File: src/cdsr_pkg.sv
// shared constants for the class-d stage routing and protection block
// assumes a single 40 MHz clock domain and synchronous pin inputs
package cdsr_pkg;
  // strap mode encodings {strap1, strap0}
  localparam logic [1:0] MODE_FB3L  = 2'h0;  // dual full bridge, 3-level
  localparam logic [1:0] MODE_FB2Q  = 2'h1;  // dual full bridge, 2-quadrant
  localparam logic [1:0] MODE_HB_FB = 2'h2;  // two half plus one full
  localparam logic [1:0] MODE_HB4   = 2'h3;  // four half bridges
  localparam int         NUM_STAGE  = 4;     // output stages a..d
  localparam int         NUM_PWM    = 8;     // pwm inputs 1..8
  // idle time with no pwm edge that counts as clocking stopped
  localparam int         PWM_IDLE_NS     = 10000;
  localparam int         CLK_PERIOD_NS   = 25;
  localparam int         PWM_IDLE_CYCLES = (PWM_IDLE_NS + CLK_PERIOD_NS - 1)
                                           / CLK_PERIOD_NS;
  localparam int         IDLE_W          = 10;  // holds 400
  // supply settle time before straps are taken
  localparam int         SETTLE_NS       = 1000;
  localparam int         SETTLE_CYCLES   = (SETTLE_NS + CLK_PERIOD_NS - 1)
                                           / CLK_PERIOD_NS;
  localparam int         SETTLE_W        = 6;   // holds 40
  // power sequencer states, one-hot
  typedef enum logic [2:0] {
    ST_OFF    = 3'h1,  // supplies not valid, outputs floating
    ST_SETTLE = 3'h2,  // supplies valid, waiting to settle
    ST_RUN    = 3'h4   // straps latched, routing active
  } cdsr_state_t;
endpackage : cdsr_pkg

File: src/cdsr_top.sv
// top of the class-d stage routing and protection logic
// assumes synchronous inputs; analog monitors arrive as logic flags
// Overview of operation
// - stages float until all supplies valid
// - take straps after settle, then route pwm
// - modes 00 and 11: one input per fet
// - mode 01 uses four inputs, steered complementary
// - eight single-ended inputs drive stages internally
// - full bridge modes feed both fets
// - power-down low mutes all stage drive
// - power-down clears latched overcurrent shutdown
// - overcurrent stage pulls its fault output low
// - low threshold: fault follows event, no shutdown
// - high threshold latches until clear or idle
// - warning threshold asserts warning output only
// - shutdown temp: all faults, warning, auto resume
// - undervoltage: shut down, all faults asserted
// - high-side input map per mode
// - low-side input map per mode
module cdsr_top (
  input  wire logic        CLOCK,              // 40 MHz
  input  wire logic        SYS_RST,            // async, active high
  input  wire logic [7:0]  PWM_IN,             // pwm inputs 1..8
  input  wire logic        OUTPUT_CONFIG_STRAP0, // mode strap bit 0
  input  wire logic        OUTPUT_CONFIG_STRAP1, // mode strap bit 1
  input  wire logic        POWER_DOWN_MUTE_N,  // low mutes and resets
  input  wire logic        LOGIC_SUPPLY_OK,    // logic supply valid
  input  wire logic        GATE_DRIVE_SUPPLY_OK, // gate supply valid
  input  wire logic        HIGH_VOLTAGE_SUPPLY_OK, // hv supply valid
  input  wire logic [3:0]  OC_LOW,             // low threshold per stage
  input  wire logic [3:0]  OC_HIGH,            // high threshold per stage
  input  wire logic        TEMP_WARN,          // warning temperature
  input  wire logic        TEMP_SHUTDOWN,      // shutdown temperature
  output logic      [3:0]  STAGE_HS_ON,        // high-side fet gates
  output logic      [3:0]  STAGE_LS_ON,        // low-side fet gates
  output logic      [3:0]  STAGE_ENABLE,       // 0: stage floats
  output logic      [3:0]  CHANNEL_FAULT_N_O,  // open-drain level, low
  output logic      [3:0]  CHANNEL_FAULT_N_OE, // high while pulling low
  output logic             OVERTEMP_WARNING_N_O,  // always low when driven
  output logic             OVERTEMP_WARNING_N_OE  // high while pulling low
);
  cdsr_pkg::cdsr_state_t          state_reg;  // power sequencer state
  cdsr_pkg::cdsr_state_t          state_next; // next sequencer state
  logic [cdsr_pkg::SETTLE_W-1:0]  settle_reg; // settle counter
  logic [1:0]                     mode_reg;   // latched strap mode
  logic                           supply_ok;  // all monitors valid
  logic                           muted;      // power-down asserted
  logic [3:0]                     oc_latched; // per-stage shutdown
  logic [3:0]                     hs_sel;     // routed high-side pwm
  logic [3:0]                     ls_sel;     // routed low-side pwm
  logic [3:0]                     stage_ok;   // stage may drive

  assign supply_ok = LOGIC_SUPPLY_OK && GATE_DRIVE_SUPPLY_OK &&
                     HIGH_VOLTAGE_SUPPLY_OK;
  assign muted     = !POWER_DOWN_MUTE_N;

  // pick input n (1-based) of the eight pwm pins
  function automatic logic pwm_pick(input logic [7:0] pwm,
                                    input int         n);
    pwm_pick = pwm[n-1];
  endfunction

  // sequencer next state; supplies dropping returns to off
  always_comb begin
    state_next = state_reg;
    case (state_reg)
      cdsr_pkg::ST_OFF: begin
        if (supply_ok) begin
          state_next = cdsr_pkg::ST_SETTLE;
        end
      end
      cdsr_pkg::ST_SETTLE: begin
        if (!supply_ok) begin
          state_next = cdsr_pkg::ST_OFF;
        end else if (settle_reg ==
                     cdsr_pkg::SETTLE_W'(cdsr_pkg::SETTLE_CYCLES - 1)) begin
          state_next = cdsr_pkg::ST_RUN;
        end
      end
      cdsr_pkg::ST_RUN: begin
        if (!supply_ok) begin
          state_next = cdsr_pkg::ST_OFF;
        end
      end
      default: state_next = cdsr_pkg::ST_OFF;
    endcase
  end

  // sequencer state register
  always_ff @(posedge CLOCK or posedge SYS_RST) begin
    if (SYS_RST) begin
      state_reg <= cdsr_pkg::ST_OFF;
    end else begin
      state_reg <= state_next;
    end
  end

  // settle counter runs only while settling
  always_ff @(posedge CLOCK or posedge SYS_RST) begin
    if (SYS_RST) begin
      settle_reg <= '0;
    end else if (state_reg == cdsr_pkg::ST_SETTLE) begin
      settle_reg <= settle_reg + 1'b1;
    end else begin
      settle_reg <= '0;
    end
  end

  // straps caught once on entry to run; later changes ignored
  always_ff @(posedge CLOCK or posedge SYS_RST) begin
    if (SYS_RST) begin
      mode_reg <= cdsr_pkg::MODE_HB4;
    end else if (state_reg == cdsr_pkg::ST_SETTLE &&
                 state_next == cdsr_pkg::ST_RUN) begin
      mode_reg <= {OUTPUT_CONFIG_STRAP1, OUTPUT_CONFIG_STRAP0};
    end
  end

  // routing matrix; each stage picks its fet inputs by mode
  always_comb begin
    hs_sel = '0;
    ls_sel = '0;
    case (mode_reg)
      cdsr_pkg::MODE_FB2Q: begin
        // four inputs, each steered to both fets of a bridge
        hs_sel = {pwm_pick(PWM_IN, 4), pwm_pick(PWM_IN, 3),
                  pwm_pick(PWM_IN, 2), pwm_pick(PWM_IN, 1)};
        ls_sel = {pwm_pick(PWM_IN, 3), pwm_pick(PWM_IN, 4),
                  pwm_pick(PWM_IN, 1), pwm_pick(PWM_IN, 2)};
      end
      cdsr_pkg::MODE_HB_FB: begin
        hs_sel = {pwm_pick(PWM_IN, 6), pwm_pick(PWM_IN, 5),
                  pwm_pick(PWM_IN, 3), pwm_pick(PWM_IN, 1)};
        ls_sel = {pwm_pick(PWM_IN, 5), pwm_pick(PWM_IN, 6),
                  pwm_pick(PWM_IN, 4), pwm_pick(PWM_IN, 2)};
      end
      cdsr_pkg::MODE_FB3L, cdsr_pkg::MODE_HB4: begin
        // dedicated input per fet; half-bridge mode shares this map
        hs_sel = {pwm_pick(PWM_IN, 7), pwm_pick(PWM_IN, 5),
                  pwm_pick(PWM_IN, 3), pwm_pick(PWM_IN, 1)};
        ls_sel = {pwm_pick(PWM_IN, 8), pwm_pick(PWM_IN, 6),
                  pwm_pick(PWM_IN, 4), pwm_pick(PWM_IN, 2)};
      end
      default: begin
        hs_sel = '0;
        ls_sel = '0;
      end
    endcase
  end

  // per-stage latch and shutdown gating
  genvar g;
  generate
    for (g = 0; g < cdsr_pkg::NUM_STAGE; g++) begin : g_stage
      cdsr_oc_latch u_latch (
        .clk       (CLOCK),
        .rst       (SYS_RST),
        .pdn_clear (muted),
        .oc_high   (OC_HIGH[g]),
        .pwm_any   (hs_sel[g] | ls_sel[g]),
        .latched   (oc_latched[g])
      );
      // any single cause turns the stage off
      assign stage_ok[g] = (state_reg == cdsr_pkg::ST_RUN) && supply_ok &&
                           !muted && !TEMP_SHUTDOWN &&
                           !oc_latched[g] && !OC_HIGH[g];
    end
  endgenerate

  // stage drivers, registered; fets never both on
  always_ff @(posedge CLOCK or posedge SYS_RST) begin
    if (SYS_RST) begin
      STAGE_ENABLE <= '0;
      STAGE_HS_ON  <= '0;
      STAGE_LS_ON  <= '0;
    end else begin
      STAGE_ENABLE <= stage_ok;
      STAGE_HS_ON  <= stage_ok & hs_sel & ~ls_sel;
      STAGE_LS_ON  <= stage_ok & ls_sel & ~hs_sel;
    end
  end

  // fault pins: per-stage oc, or all on thermal or supply loss
  always_ff @(posedge CLOCK or posedge SYS_RST) begin
    if (SYS_RST) begin
      CHANNEL_FAULT_N_OE <= '0;
      CHANNEL_FAULT_N_O  <= '0;
    end else begin
      CHANNEL_FAULT_N_O  <= '0;
      CHANNEL_FAULT_N_OE <= OC_LOW | OC_HIGH | oc_latched
                            | {4{TEMP_SHUTDOWN}}
                            | {4{!supply_ok}};
    end
  end

  // warning pin: either temperature threshold pulls it low
  always_ff @(posedge CLOCK or posedge SYS_RST) begin
    if (SYS_RST) begin
      OVERTEMP_WARNING_N_O  <= 1'b0;
      OVERTEMP_WARNING_N_OE <= 1'b0;
    end else begin
      OVERTEMP_WARNING_N_O  <= 1'b0;
      OVERTEMP_WARNING_N_OE <= TEMP_WARN | TEMP_SHUTDOWN;
    end
  end

  chk_float_no_supply: assert property (@(posedge CLOCK) disable iff (SYS_RST)
    !supply_ok |=> STAGE_ENABLE == '0)
    else $error("stage enabled without supply");
  chk_mute_off: assert property (@(posedge CLOCK) disable iff (SYS_RST)
    muted |=> (STAGE_HS_ON | STAGE_LS_ON) == '0)
    else $error("stage driven while muted");
  chk_low_oc_no_stop: assert property (@(posedge CLOCK) disable iff (SYS_RST)
    OC_LOW[0] && stage_ok[0] |=> CHANNEL_FAULT_N_OE[0] && STAGE_ENABLE[0])
    else $error("low threshold stopped stage");
  chk_fault_follow: assert property (@(posedge CLOCK) disable iff (SYS_RST)
    OC_LOW[1] |=> CHANNEL_FAULT_N_OE[1])
    else $error("fault not asserted");
  chk_high_oc_off: assert property (@(posedge CLOCK) disable iff (SYS_RST)
    OC_HIGH[0] |=> !STAGE_ENABLE[0] ##1 !STAGE_ENABLE[0])
    else $error("high threshold did not shut stage");
  chk_tsd_all: assert property (@(posedge CLOCK) disable iff (SYS_RST)
    TEMP_SHUTDOWN |=> CHANNEL_FAULT_N_OE == 4'hf && STAGE_ENABLE == '0
      && OVERTEMP_WARNING_N_OE) else $error("thermal shutdown wrong");
  chk_warn_only: assert property (@(posedge CLOCK) disable iff (SYS_RST)
    $rose(TEMP_WARN) |=> OVERTEMP_WARNING_N_OE)
    else $error("warning not asserted");
  chk_uv_faults: assert property (@(posedge CLOCK) disable iff (SYS_RST)
    !supply_ok |=> CHANNEL_FAULT_N_OE == 4'hf)
    else $error("undervoltage faults missing");
  chk_map_fb2q: assert property (@(posedge CLOCK) disable iff (SYS_RST)
    mode_reg == cdsr_pkg::MODE_FB2Q && stage_ok[1] && PWM_IN[1]
      && !PWM_IN[0] |=> STAGE_HS_ON[1]) else $error("mode 01 map");
endmodule : cdsr_top // cdsr_top

File: src/cdsr_oc_latch.sv
// per-stage high-threshold overcurrent latch with pwm idle detect
// assumes pwm pair of the stage is synchronous to the clock
module cdsr_oc_latch (
  input  wire logic clk,         // system clock
  input  wire logic rst,         // async reset, active high
  input  wire logic pdn_clear,   // power-down clears the latch
  input  wire logic oc_high,     // high threshold exceeded
  input  wire logic pwm_any,     // pwm activity of this stage
  output logic      latched      // stage is shut down
);
  logic                       pwm_d_reg;   // previous pwm level
  logic [cdsr_pkg::IDLE_W-1:0] idle_reg;   // cycles since last edge
  logic                       idle;        // clocking has stopped

  assign idle = (idle_reg ==
                 cdsr_pkg::IDLE_W'(cdsr_pkg::PWM_IDLE_CYCLES));

  // idle counter restarts on any pwm edge
  always_ff @(posedge clk or posedge rst) begin
    if (rst) begin
      pwm_d_reg <= 1'b0;
      idle_reg  <= '0;
    end else begin
      pwm_d_reg <= pwm_any;
      if (pwm_any != pwm_d_reg) begin
        idle_reg <= '0;
      end else if (!idle) begin
        idle_reg <= idle_reg + 1'b1;
      end
    end
  end

  // set wins over every clear; clear needs fault gone and power-down or pwm idle
  always_ff @(posedge clk or posedge rst) begin
    if (rst) begin
      latched <= 1'b0;
    end else if (oc_high) begin
      latched <= 1'b1;
    end else if (pdn_clear) begin
      latched <= 1'b0;
    end else if (idle) begin
      latched <= 1'b0;
    end
  end

  chk_latch_holds: assert property (@(posedge clk) disable iff (rst)
    oc_high |=> latched) else $error("oc latch did not set");
endmodule : cdsr_oc_latch // cdsr_oc_latch

File: config.mk
export PLATFORM = sky130hd
export DESIGN_NAME = cdsr_top
export DESIGN_NICKNAME = d
export VERILOG_FILES = /design/src/cdsr_pkg.sv /design/src/cdsr_top.sv /design/src/cdsr_oc_latch.sv
export SDC_FILE = /design/constraint.sdc
export NUM_CORES = 1
export LEC_CHECK = 0
export BUFFER_PORTS_ARGS = -buffer_cell sky130_fd_sc_hd__buf_2
export CAP_MARGIN = 20
export CORE_UTILIZATION = 45
export CTS_CLUSTER_DIAMETER = 60
export DETAILED_ROUTE_END_ITERATION = 12
export PLACE_DENSITY_LB_ADDON = 0.3
export SLEW_MARGIN = 20
export SYNTH_ARGS = -nofsm -noshare
export SYNTH_HDL_FRONTEND = slang
export SYNTH_SLANG_ARGS = --single-unit
File: constraint.sdc
create_clock -name CLOCK -period 4.8 [get_ports CLOCK]
set_clock_uncertainty 0.1 [all_clocks]
set_input_delay 0.96 -clock CLOCK [delete_from_list [all_inputs] [get_ports CLOCK]]
set_output_delay 0.96 -clock CLOCK [all_outputs]
set_load 0.05 [all_outputs]
# Word-level counts from Yosys, hierarchy flattened
# Index checks and enable logic that the tools add are counted.
[word_totals] romBits=0 ff_bits=76 elab_cells=118 mem_bits_rw=0 latch_bits=0 memories=0
[classes] n_addsub=5 n_reduce_logical=26 bitwise_logic=15 order_cmp=0 mul=0 eq_ne=24 shifts=0 mux=28 n_div=0
[ops] cell="10-bit two-way mux" n=8
[ops] cell="10-bit by 1-bit adder with 10-bit output, second input constant" n=4
[ops] cell="10-bit by 9-bit equality test with 1-bit output, second input constant" n=4
[ops] cell="4-bit one-hot mux with 3 select lines" n=2
[ops] cell="4-bit AND" n=4
[ops] cell="4-bit OR" n=4
[ops] cell="1-bit logical AND" n=14
[ops] cell="1-bit two-way mux" n=12
[ops] cell="3-bit two-way mux" n=4
[ops] cell="3-bit by 1-bit != test with 1-bit output, second input constant" n=4
[ops] cell="1-bit logical NOT" n=10
[ops] cell="3-bit one-hot mux with 3 select lines" n=1
[ops] cell="2-bit != test, second input constant" n=4
[ops] cell="4-bit inverter" n=2
[ops] cell="6-bit by 1-bit adder with 6-bit output, second input constant" n=1
[ops] cell="3-bit equality test, second input constant" n=2
[ops] cell="6-bit equality test, second input constant" n=1
[ops] cell="6-bit two-way mux" n=1
[ops] cell="1-bit OR" n=5
[ops] cell="2-bit equality test, second input constant" n=2
[ops] cell="1-bit != test" n=4
[ops] cell="3-bit by 1-bit equality test with 1-bit output, second input constant" n=1
[ops] cell="3-bit by 2-bit equality test with 1-bit output, second input constant" n=1
[ops] cell="2-bit by 1-bit equality test with 1-bit output, second input constant" n=1
[ops] cell="other kinds (2)" n=2

# Depth between registers and ports, before layout
# Gate-level depths: netlist of the first run.
[depth] word_depth=9 mapped_depth=8 ltp_nobuf=6

# Cells and area by module
# A second synthesis of the first run with hierarchy kept.
[unflattened] hier_cells=368 hier_area_um2=3808.7
[by_module_without_submodules] module="cdsr_oc_latch at g_stage[0].u_latch ..." seq_area_each_um2=300.3 cells_per_inst=61 instances=3 area_per_inst_um2=621.8
[by_module_without_submodules] module="cdsr_top" seq_area_each_um2=704.4 cells_per_inst=124 instances=1 area_per_inst_um2=1311.3
[by_module_without_submodules] module="cdsr_oc_latch at g_stage[2].u_latch" seq_area_each_um2=300.3 cells_per_inst=61 instances=1 area_per_inst_um2=631.9

# Worst setup path after synthesis of the first run
# Ideal clock, no wire load.
[synth_timing] kind="input-to-reg" start="in TEMP_SHUTDOWN" end="reg STAGE_HS_ON[3]" path_buffers=0 stages=4 path_slack_ps=2429 arrival_time_ps=2183 cell_sequence="nand4b_2 -> or4_4 -> or3_4 -> nor3b_1"
[synth_between] elab_chain_cells=6
[synth_rtl] item="from (decl)" line_no="cdsr_top.sv:33" text="input wire logic TEMP_SHUTDOWN,"
[synth_rtl] item="1-bit logical NOT" line_no="cdsr_top.sv:165" text="!muted && !TEMP_SHUTDOWN &&"
[synth_rtl] item="1-bit logical AND (2 in series)" line_no="cdsr_top.sv:165"
[synth_rtl] item="1-bit logical AND" line_no="cdsr_top.sv:166" text="!oc_latched[g] && !OC_HIGH[g];"
[synth_rtl] item="4-bit AND (2 in series)" line_no="cdsr_top.sv:178" text="STAGE_HS_ON <= stage_ok & hs_sel & ~ls_sel;"
[synth_rtl] item="to (signal assigned)" line_no="cdsr_top.sv:178"
[synth_rtl] item="to (decl)" line_no="cdsr_top.sv:34" text="output logic [3:0] STAGE_HS_ON,"
# No other way between the ends.
# A chain may end at the register's enable or synchronous reset.

# Final worst setup path of the first run
[layout_timing] start="reg mode_reg[0]" end="reg g_stage[3].u_latch.idle_reg[6] (netlist name)"
[layout_between] elab_chain_cells=6 word_cells_on_any_way=11 cone_classes="eq/ne: 5; mux: 3; bitwise: 1; reduce/logical: 2"
[layout_rtl] item="from (decl)" line_no="cdsr_top.sv:45" text="logic [1:0] mode_reg;"
[layout_rtl] item="from (signal assigned)" line_no="cdsr_top.sv:112" text="mode_reg <= cdsr_pkg::MODE_HB4;"
[layout_rtl] item="from (signal assigned)" line_no="cdsr_top.sv:115" text="mode_reg <= {OUTPUT_CONFIG_STRAP1, OUTPUT_CONFIG_STRAP0};"
[layout_rtl] item="2-bit equality test / 2-bit logical NOT (equally long branches)" line_no="cdsr_top.sv:123" text="case (mode_reg)"
[layout_rtl] item="2-bit OR reduction" line_no="cdsr_top.sv:123"
[layout_rtl] item="4-bit one-hot mux with 3 select lines" line_no="cdsr_top.sv:123"
[layout_rtl] item="1-bit OR *" line_no="cdsr_top.sv:160" text=".pwm_any (hs_sel[g] | ls_sel[g]),"
[layout_rtl] item="via g_stage[3].u_latch.pwm_any" line_no="cdsr_oc_latch.sv:8" text="input wire logic pwm_any,"
[layout_rtl] item="1-bit != test *" line_no="cdsr_oc_latch.sv:25" text="if (pwm_any != pwm_d_reg) begin"
[layout_rtl] item="2-bit != test (no source line) / 10-bit two-way mux (equally long branches)"
[layout_rtl] item="to (signal assigned)" line_no="cdsr_oc_latch.sv:28" text="idle_reg <= idle_reg + 1'b1;"
[layout_rtl] item="to (decl)" line_no="cdsr_oc_latch.sv:12" text="logic [cdsr_pkg::IDLE_W-1:0] idle_reg;"
# The timed path passes the listed nets; every way through them passes the cells marked *. The select of a mux whose other input is x is not followed.

==> results of run 1 <==
cell usage in the layout (no fill, tap or decap), types with 5 or more instances in the layout:
master and count:
nand2_1 19, nand4_1 10, nor2_1 34, nand3_1 18, xnor2_1 20, xor2_1 20
inv_1 16, nor3_1 15, buf_2 42, and3_1 8, ha_1 11, clkbuf_8 11
dfrtp_1 73, o21ai_0 12, conb_1 5, nor3b_1 12, a21oi_1 14
synth_stat cells (all sizes together) (2+ instances only):
library cell	instances
a211oi	2
a21oi	14
a22oi	2
a31o	4
and3	8
buf	6
clkbuf	2
dfrtp	73
dfstp	3
ha	11
inv	17
mux2	2
mux2i	4
nand2	19
nand2b	4
nand3	18
nand3b	2
nand4	10
nand4b	2
nor2	34
nor2b	2
nor3	15
nor3b	12
nor4b	4
o21a	2
o21ai	13
or2	2
or3	6
or4	5
xnor2	20
xor2	20
cell families after synthesis:
kind of cell / Yosys count
compound gates: 39
xor+xnor: 40
fa+ha+maj: 11
buf+inv: 25
flops: 76
mux: 6
other cells: 1
simple gates: 145
report_power, final:
group          total [W]  internal, W  leakage (nW)  switching (W)
logic           0.000166    0.0000705         0.800      0.0000955
registers       0.000733     0.000677         0.984      0.0000553
clock network   0.000496     0.000269         0.101       0.000227
total            0.00139      0.00102          1.89       0.000378
path summary, 6_finish.rpt:
path / slack (ps) / end / cells past startpoint / start
min: 370 / settle_reg[0] / 1 / settle_reg[0]
min in group asynchronous: 650 / g_stage[0].u_latch.idle_reg[8] / 2 / SYS_RST
max reg2reg: 2360 / g_stage[3].u_latch.idle_reg[6] / 6 / mode_reg[0]
min reg2reg: 370 / settle_reg[0] / 1 / settle_reg[0]
max in group asynchronous: 2960 / mode_reg[1] / 3 / SYS_RST
max: 2360 / g_stage[3].u_latch.idle_reg[6] / 6 / mode_reg[0]
metal layers:
metal,global-route usage (%),vias to the layer above,routed length (um)
met1,24.2,1300,3370
met3,5.72,9,313
met4,5.95,0,93
li1,-,1277,-
met5,0,-,0
met2,30.9,55,3440
through the flow:
stage / instances / setup WS (ps) / hold slack [ps] / util [%] / instance area (um2)
3_3_place_gp: 484 / 2150 / 353 / 50.6 / 3930
5_1_grt: 500 / 2180 / 392 / 53.1 / 4130
4_1_cts: 500 / 2380 / 372 / 53.1 / 4130
6_report: 500 / 2360 / 369 / 53.1 / 4130
3_5_place_dp: 484 / 2100 / 361 / 50.6 / 3930
2_1_floorplan: 347 / 1810 / 333 / - / 3630
area by class of cell:
type	count	area [um2]	area share, %
clock inverter	2	35.0	0.849
inverter	17	63.8	1.55
clock buffer	14	163	3.94
multi-input combinational	246	1620	39.1
sequential	76	1910	46.2
tap	102	128	3.09
timing repair buffer	43	218	5.27
==> results by group, run 1 <==
Logic synthesis
  • Number of flops mapped to enable cells by yosys: 0
  • Main combinational cell family by area after synthesis: simple AND/OR/NAND/NOR gates
  • Synth Area in Compound Gates: between 6 and 7%
  • XOR/XNOR Fraction of Synth Area: between 9 and 10%
  • Post-synthesis simple-gate area fraction: approximately 22%
  • Mean Syn Cell Area: roughly 11 um2
  • Synth top area share: roughly 50%
  • Top cells by area, synth: dfrtp_1, xnor2_1, xor2_1
  • Synth Cell Area: around 3600 um2
  • Distinct cells, synth: approximately 40
  • Async S/R FF share, synth: between 90% and 100%
  • Main flop type after synthesis: dfrtp_1
  • FF+latch count, synth: 76
  • Gate Count Post-Synth: 343
  • YS warnings: 0
  • Post-synthesis sequential area ratio: between 50% and 60%
  • Post-synthesis mux area share: between 1.5 and 2%
  • Post-Synth Adder-Cell Area: 3.80%
  • Yosys top cell by area: dfrtp_1

Floorplanning
  • DIE HEIGHT: slightly above 90 um
  • Starting Density: between 40% and 50%
  • Core Rows: 32
  • Die span in x: just over 90 um
  • Io pins: 48
  • Core area: between 7000 and 8000 um2
  • Die Area: roughly 8400 um2

Pwr
  • Overall power: 0.00139 W
  • VDD IR max: ~190 uV
  • Leak: approximately 1.9 nW
  • Cell area power density: ~340 nW/um2

Finish
  • Layout cells sized above 1: between 10% and 20%
  • Layout fillers: ~700
  • Total Nets Final: 430
  • Antenna Cells: 0
  • Layout area overhead: 14.0%
  • Max FFs per register: 40

Setup path
  • Critical-path cell list: inv_1, ha_1, o21ai_0, o221ai_1, xor2_1, nor2_1
  • Slowest cell on crit path: xor2_1
  • Worst path bufs/invs: 1
  • Max FO, Critical Path: 10
  • Crit path launch type: flop
  • Worst setup path class: reg2reg
  • CP delay by family, top: XOR/XNOR gates
  • Worst Setup End Kind: flop
  • Crit path DAT: around 2500 ps
  • Delay of the slowest cell on the worst path: around 700 ps
  • Data required, critical path: approximately 5000 ps

STA
  • Slew @ Worst Pin: around 830 ps
  • FMAX: between 400 and 500 MHz
  • Max-slew violations: 0
  • RSZ-0062 raised after global routing: false
  • Endpoints failing setup: 0
  • Tmin final: around 2400 ps
  • Rel. slew slack: approximately 45%
  • Fin. Hold Viols: 0
  • Fin crit share: between 50% and 60%
  • Setup Total Neg Slack: 0 ps

Place
  • GP Congestion: 0.811
  • IO buf count: between 40 and 50
  • DP Wirelength: slightly above 5000 um

CTS
  • Cts hold-fix bufs: 0
  • Inserted Clock Buffers: 9
  • H-tree depth: 3
  • Clock Sink Count: 76
  • Post-CTS Resized: 0
  • CTS tree: yes
  • Clock Latency Late Sink: ~360 ps
  • Maximum clock insertion buffer count: 2
  • Clock-pin slew on the worst setup and hold paths: about 80 ps
  • Clock root cell: clkbuf_8
  • # Post-CTS Setup Buffers: 0

Drt
  • Avg WL per Cell: roughly 14 um
  • Drt first pass iters: 4
  • Routed Antenna Nets: 0
  • Via count: between 2,000 and 3,000
  • Post-Route WL: 7230 um
  • Vias per inst: 5.28
  • Iteration-0 DRC Markers: ~140
  • Drc violations: 0

Global routing
  • Vias in the first global route: between 2,000 and 3,000
  • Initial antenna violation count: 0
  • Largest net degree at the start of global routing: 40
  • GRT Total Usage: 19.0%
  • Remaining global-route overflow: 0
  • First-pass GRT wire length: around 12,000 um

Worst hold path
  • HP Class: reg2reg

Flow run
  • Max-Cap Viols: 0

Status
  • Status: finished, final reports clean
(Power assumes the default switching activity.)
==> inputs of run 2 (changes only) <==
==> constraint.sdc (replaced) <==
create_clock -name CLOCK -period 2 [get_ports CLOCK]
set_clock_uncertainty 0.1 [all_clocks]
set_input_delay 0.4 -clock CLOCK [delete_from_list [all_inputs] [get_ports CLOCK]]
set_output_delay 0.4 -clock CLOCK [all_outputs]
set_load 0.05 [all_outputs]
==> run 2 against run 1 <==
  * Total power increased to 2.7 times the previous value
  * Via count increased by 1.2%
  * Core utilization increased by 4.1 points
  * Non-clock buffer count increased by 18
  * Sequential share of layout area decreased by 3.3 points
  * First-iteration DRC count decreased by 42%
  * Clock-buffer cell count decreased by 2
  * Fmax increased by 27%
  * Combinational power increased to 2.8 times the previous value
==> results by group, run 2 (synthesis results as in run 1) <==
CTS
  • Inserted Clock Buffers: 9
  • Maximum clock insertion buffer count: 2
  • Clock-pin slew on the worst setup and hold paths: ~80 ps
  • Clock Latency Late Sink: about 340 ps
  • H-tree depth: 3
  • Clock Sink Count: 76
  • CTS tree: yes
  • Clock root cell: clkbuf_8

Drt
  • Iteration-0 DRC Markers: 81
  • Routed Antenna Nets: 0
  • Drt first pass iters: 4
  • Via count: 2,673
  • Drc violations: 0
  • Avg WL per Cell: ~14 um
  • Post-Route WL: approximately 7300 um
  • Vias per inst: just over 5

Global routing
  • Vias in the first global route: 2,731
  • Largest net degree at the start of global routing: 29
  • Initial antenna violation count: 0
  • Remaining global-route overflow: 0
  • First-pass GRT wire length: approximately 12,000 um
  • GRT Total Usage: 19.0%

Pwr
  • Cell area power density: approximately 840 nW/um2
  • Internal power: around 0.0028 W
  • Sequential Power Share: around 47%
  • Net Sw Frac: ~25%
  • Net Sw Power: 0.000922 W
  • Leak: 2.03 nW
  • VDD IR max: approximately 500 uV
  • Clk pwr share: between 40% and 50%
  • Logic gate share of total power: ~12%

Finish
  • Total Nets Final: ~450
  • Layout area overhead: 22.9%
  • Most frequent cells in the layout: dfrtp_1, buf_2, nor2_1, xnor2_1, xor2_1
  • Commonest non-fill, non-tap cell in the layout: dfrtp_1
  • Max FFs per register: 40
  • Antenna Cells: 0
  • Layout cells sized above 1: 25.9%

Setup path
  • Worst path bufs/invs: 1
  • Slowest cell on crit path: dfstp_2
  • Max FO, Critical Path: 7
  • Worst setup path class: reg2reg
  • Crit path launch type: flop
  • Crit path DAT: 2090 ps
  • Worst Setup End Kind: flop
  • Data required, critical path: between 2000 and 2500 ps
  • Delay of the slowest cell on the worst path: 540 ps
  • CP delay by family, top: flip-flops
  • Critical-path cell list: inv_1, ha_4, o21ai_0, o21ai_2, or3_4, a21oi_1

Floorplanning
  • DIE HEIGHT: roughly 90 um
  • Starting Density: ~47%
  • Die Area: roughly 8400 um2
  • Core Rows: 32
  • Core area: 7770 um2
  • Die span in x: between 90 and 100 um
  • Io pins: 48

Status
  • Status: finished, final reports clean

STA
  • FMAX: around 520 MHz
  • Endpoints failing setup: 0
  • Setup Total Neg Slack: 0 ps
  • Fin. Hold Viols: 0
  • Fin crit share: between 90% and 100%
  • Max-slew violations: 0
  • Hold_ws: 145 ps
  • RSZ-0062 raised after global routing: false
  • Tmin final: 1920 ps

Worst hold path
  • HP Class: in2reg

Place
  • GP Congestion: between 0.8 and 0.9
  • DP Wirelength: between 5000 and 6000 um
  • IO buf count: 42

Flow run
  • Max-Cap Viols: 0
-- run 2: metrics by stage --
step                std cells  instance area [um2]  setup slack [ps]  utilization, %  total power [W]
finish                    519                 4450              78.9            57.3          0.00375
global route              519                 4450              2.85            57.3          0.00393
CTS                       519                 4410              21.9            56.8          0.00377
detailed placement        501                 4100              -161            52.8          0.00222
global placement          501                 4100             -87.7            52.8          0.00220
floorplan                 347                 3640              1.16               -          0.00206
-- run 2: area by class of cell --
class | count | area (um2)
fillers | 685 | 3320
inverters | 17 | 67.6
clock inverters | 4 | 120
clock buffers | 12 | 145
repair buffers | 61 | 393
well taps | 102 | 128
multi-input cells | 247 | 1690
flip-flops and latches | 76 | 1910
-- run 2: path summary, 6_finish.rpt --
check | start | to | slack, ps | cells past startpoint
setup / recovery | mode_reg[0] | g_stage[2].u_latch.idle_reg[4] | 80 | 6
hold / removal | TEMP_WARN | OVERTEMP_WARNING_N_OE | 140 | 2
setup reg to reg | mode_reg[0] | g_stage[2].u_latch.idle_reg[4] | 80 | 6
hold reg to reg | settle_reg[0] | settle_reg[0] | 360 | 1
max in group asynchronous | SYS_RST | g_stage[2].u_latch.idle_reg[1] | 790 | 4
min in group asynchronous | SYS_RST | g_stage[1].u_latch.idle_reg[5] | 510 | 3
-- run 2: repair_timing --
| item | in CTS | in global routing |
|---|---|---|
| hold buffers | 1 | 0 |
| cloned | 1 | 0 |
| gates resized for setup | 7 | 8 |
| setup endpoints to repair | 15 | 11 |
| pin swaps | 1 | 1 |
| hold endpoints to repair | 12 | 0 |
| setup buffers | 0 | 0 |
-- run 2: layer usage --
metal  GRT usage (%)  wire, um  vias up
met5               0         0        -
met4            7.80       106        0
met3            4.64       310       11
met2            30.1      3460       52
met1            25.0      3400     1291
li1                -         -     1319
-- run 2: power groups by stage --
stage                     clock (W)  combinational [W]  sequential [W]
final                       0.00154           0.000457         0.00175
after global routing        0.00163           0.000527         0.00177
after CTS                   0.00157           0.000450         0.00175
after detailed placement          0           0.000443         0.00178
after global placement            0           0.000428         0.00177
after floorplan                   0           0.000302         0.00176
-- run 2: worst register-to-register path: cells and delay by family, from the launching register on --
| family | cells | cell delay, ps |
|---|---|---|
| and+or+nand+nor | 1 | 430 |
| DFF | 1 | 540 |
| buffers and inverters | 1 | 60 |
| AOI/OAI and AO/OA | 3 | 460 |
| adders and majority gates | 1 | 260 |
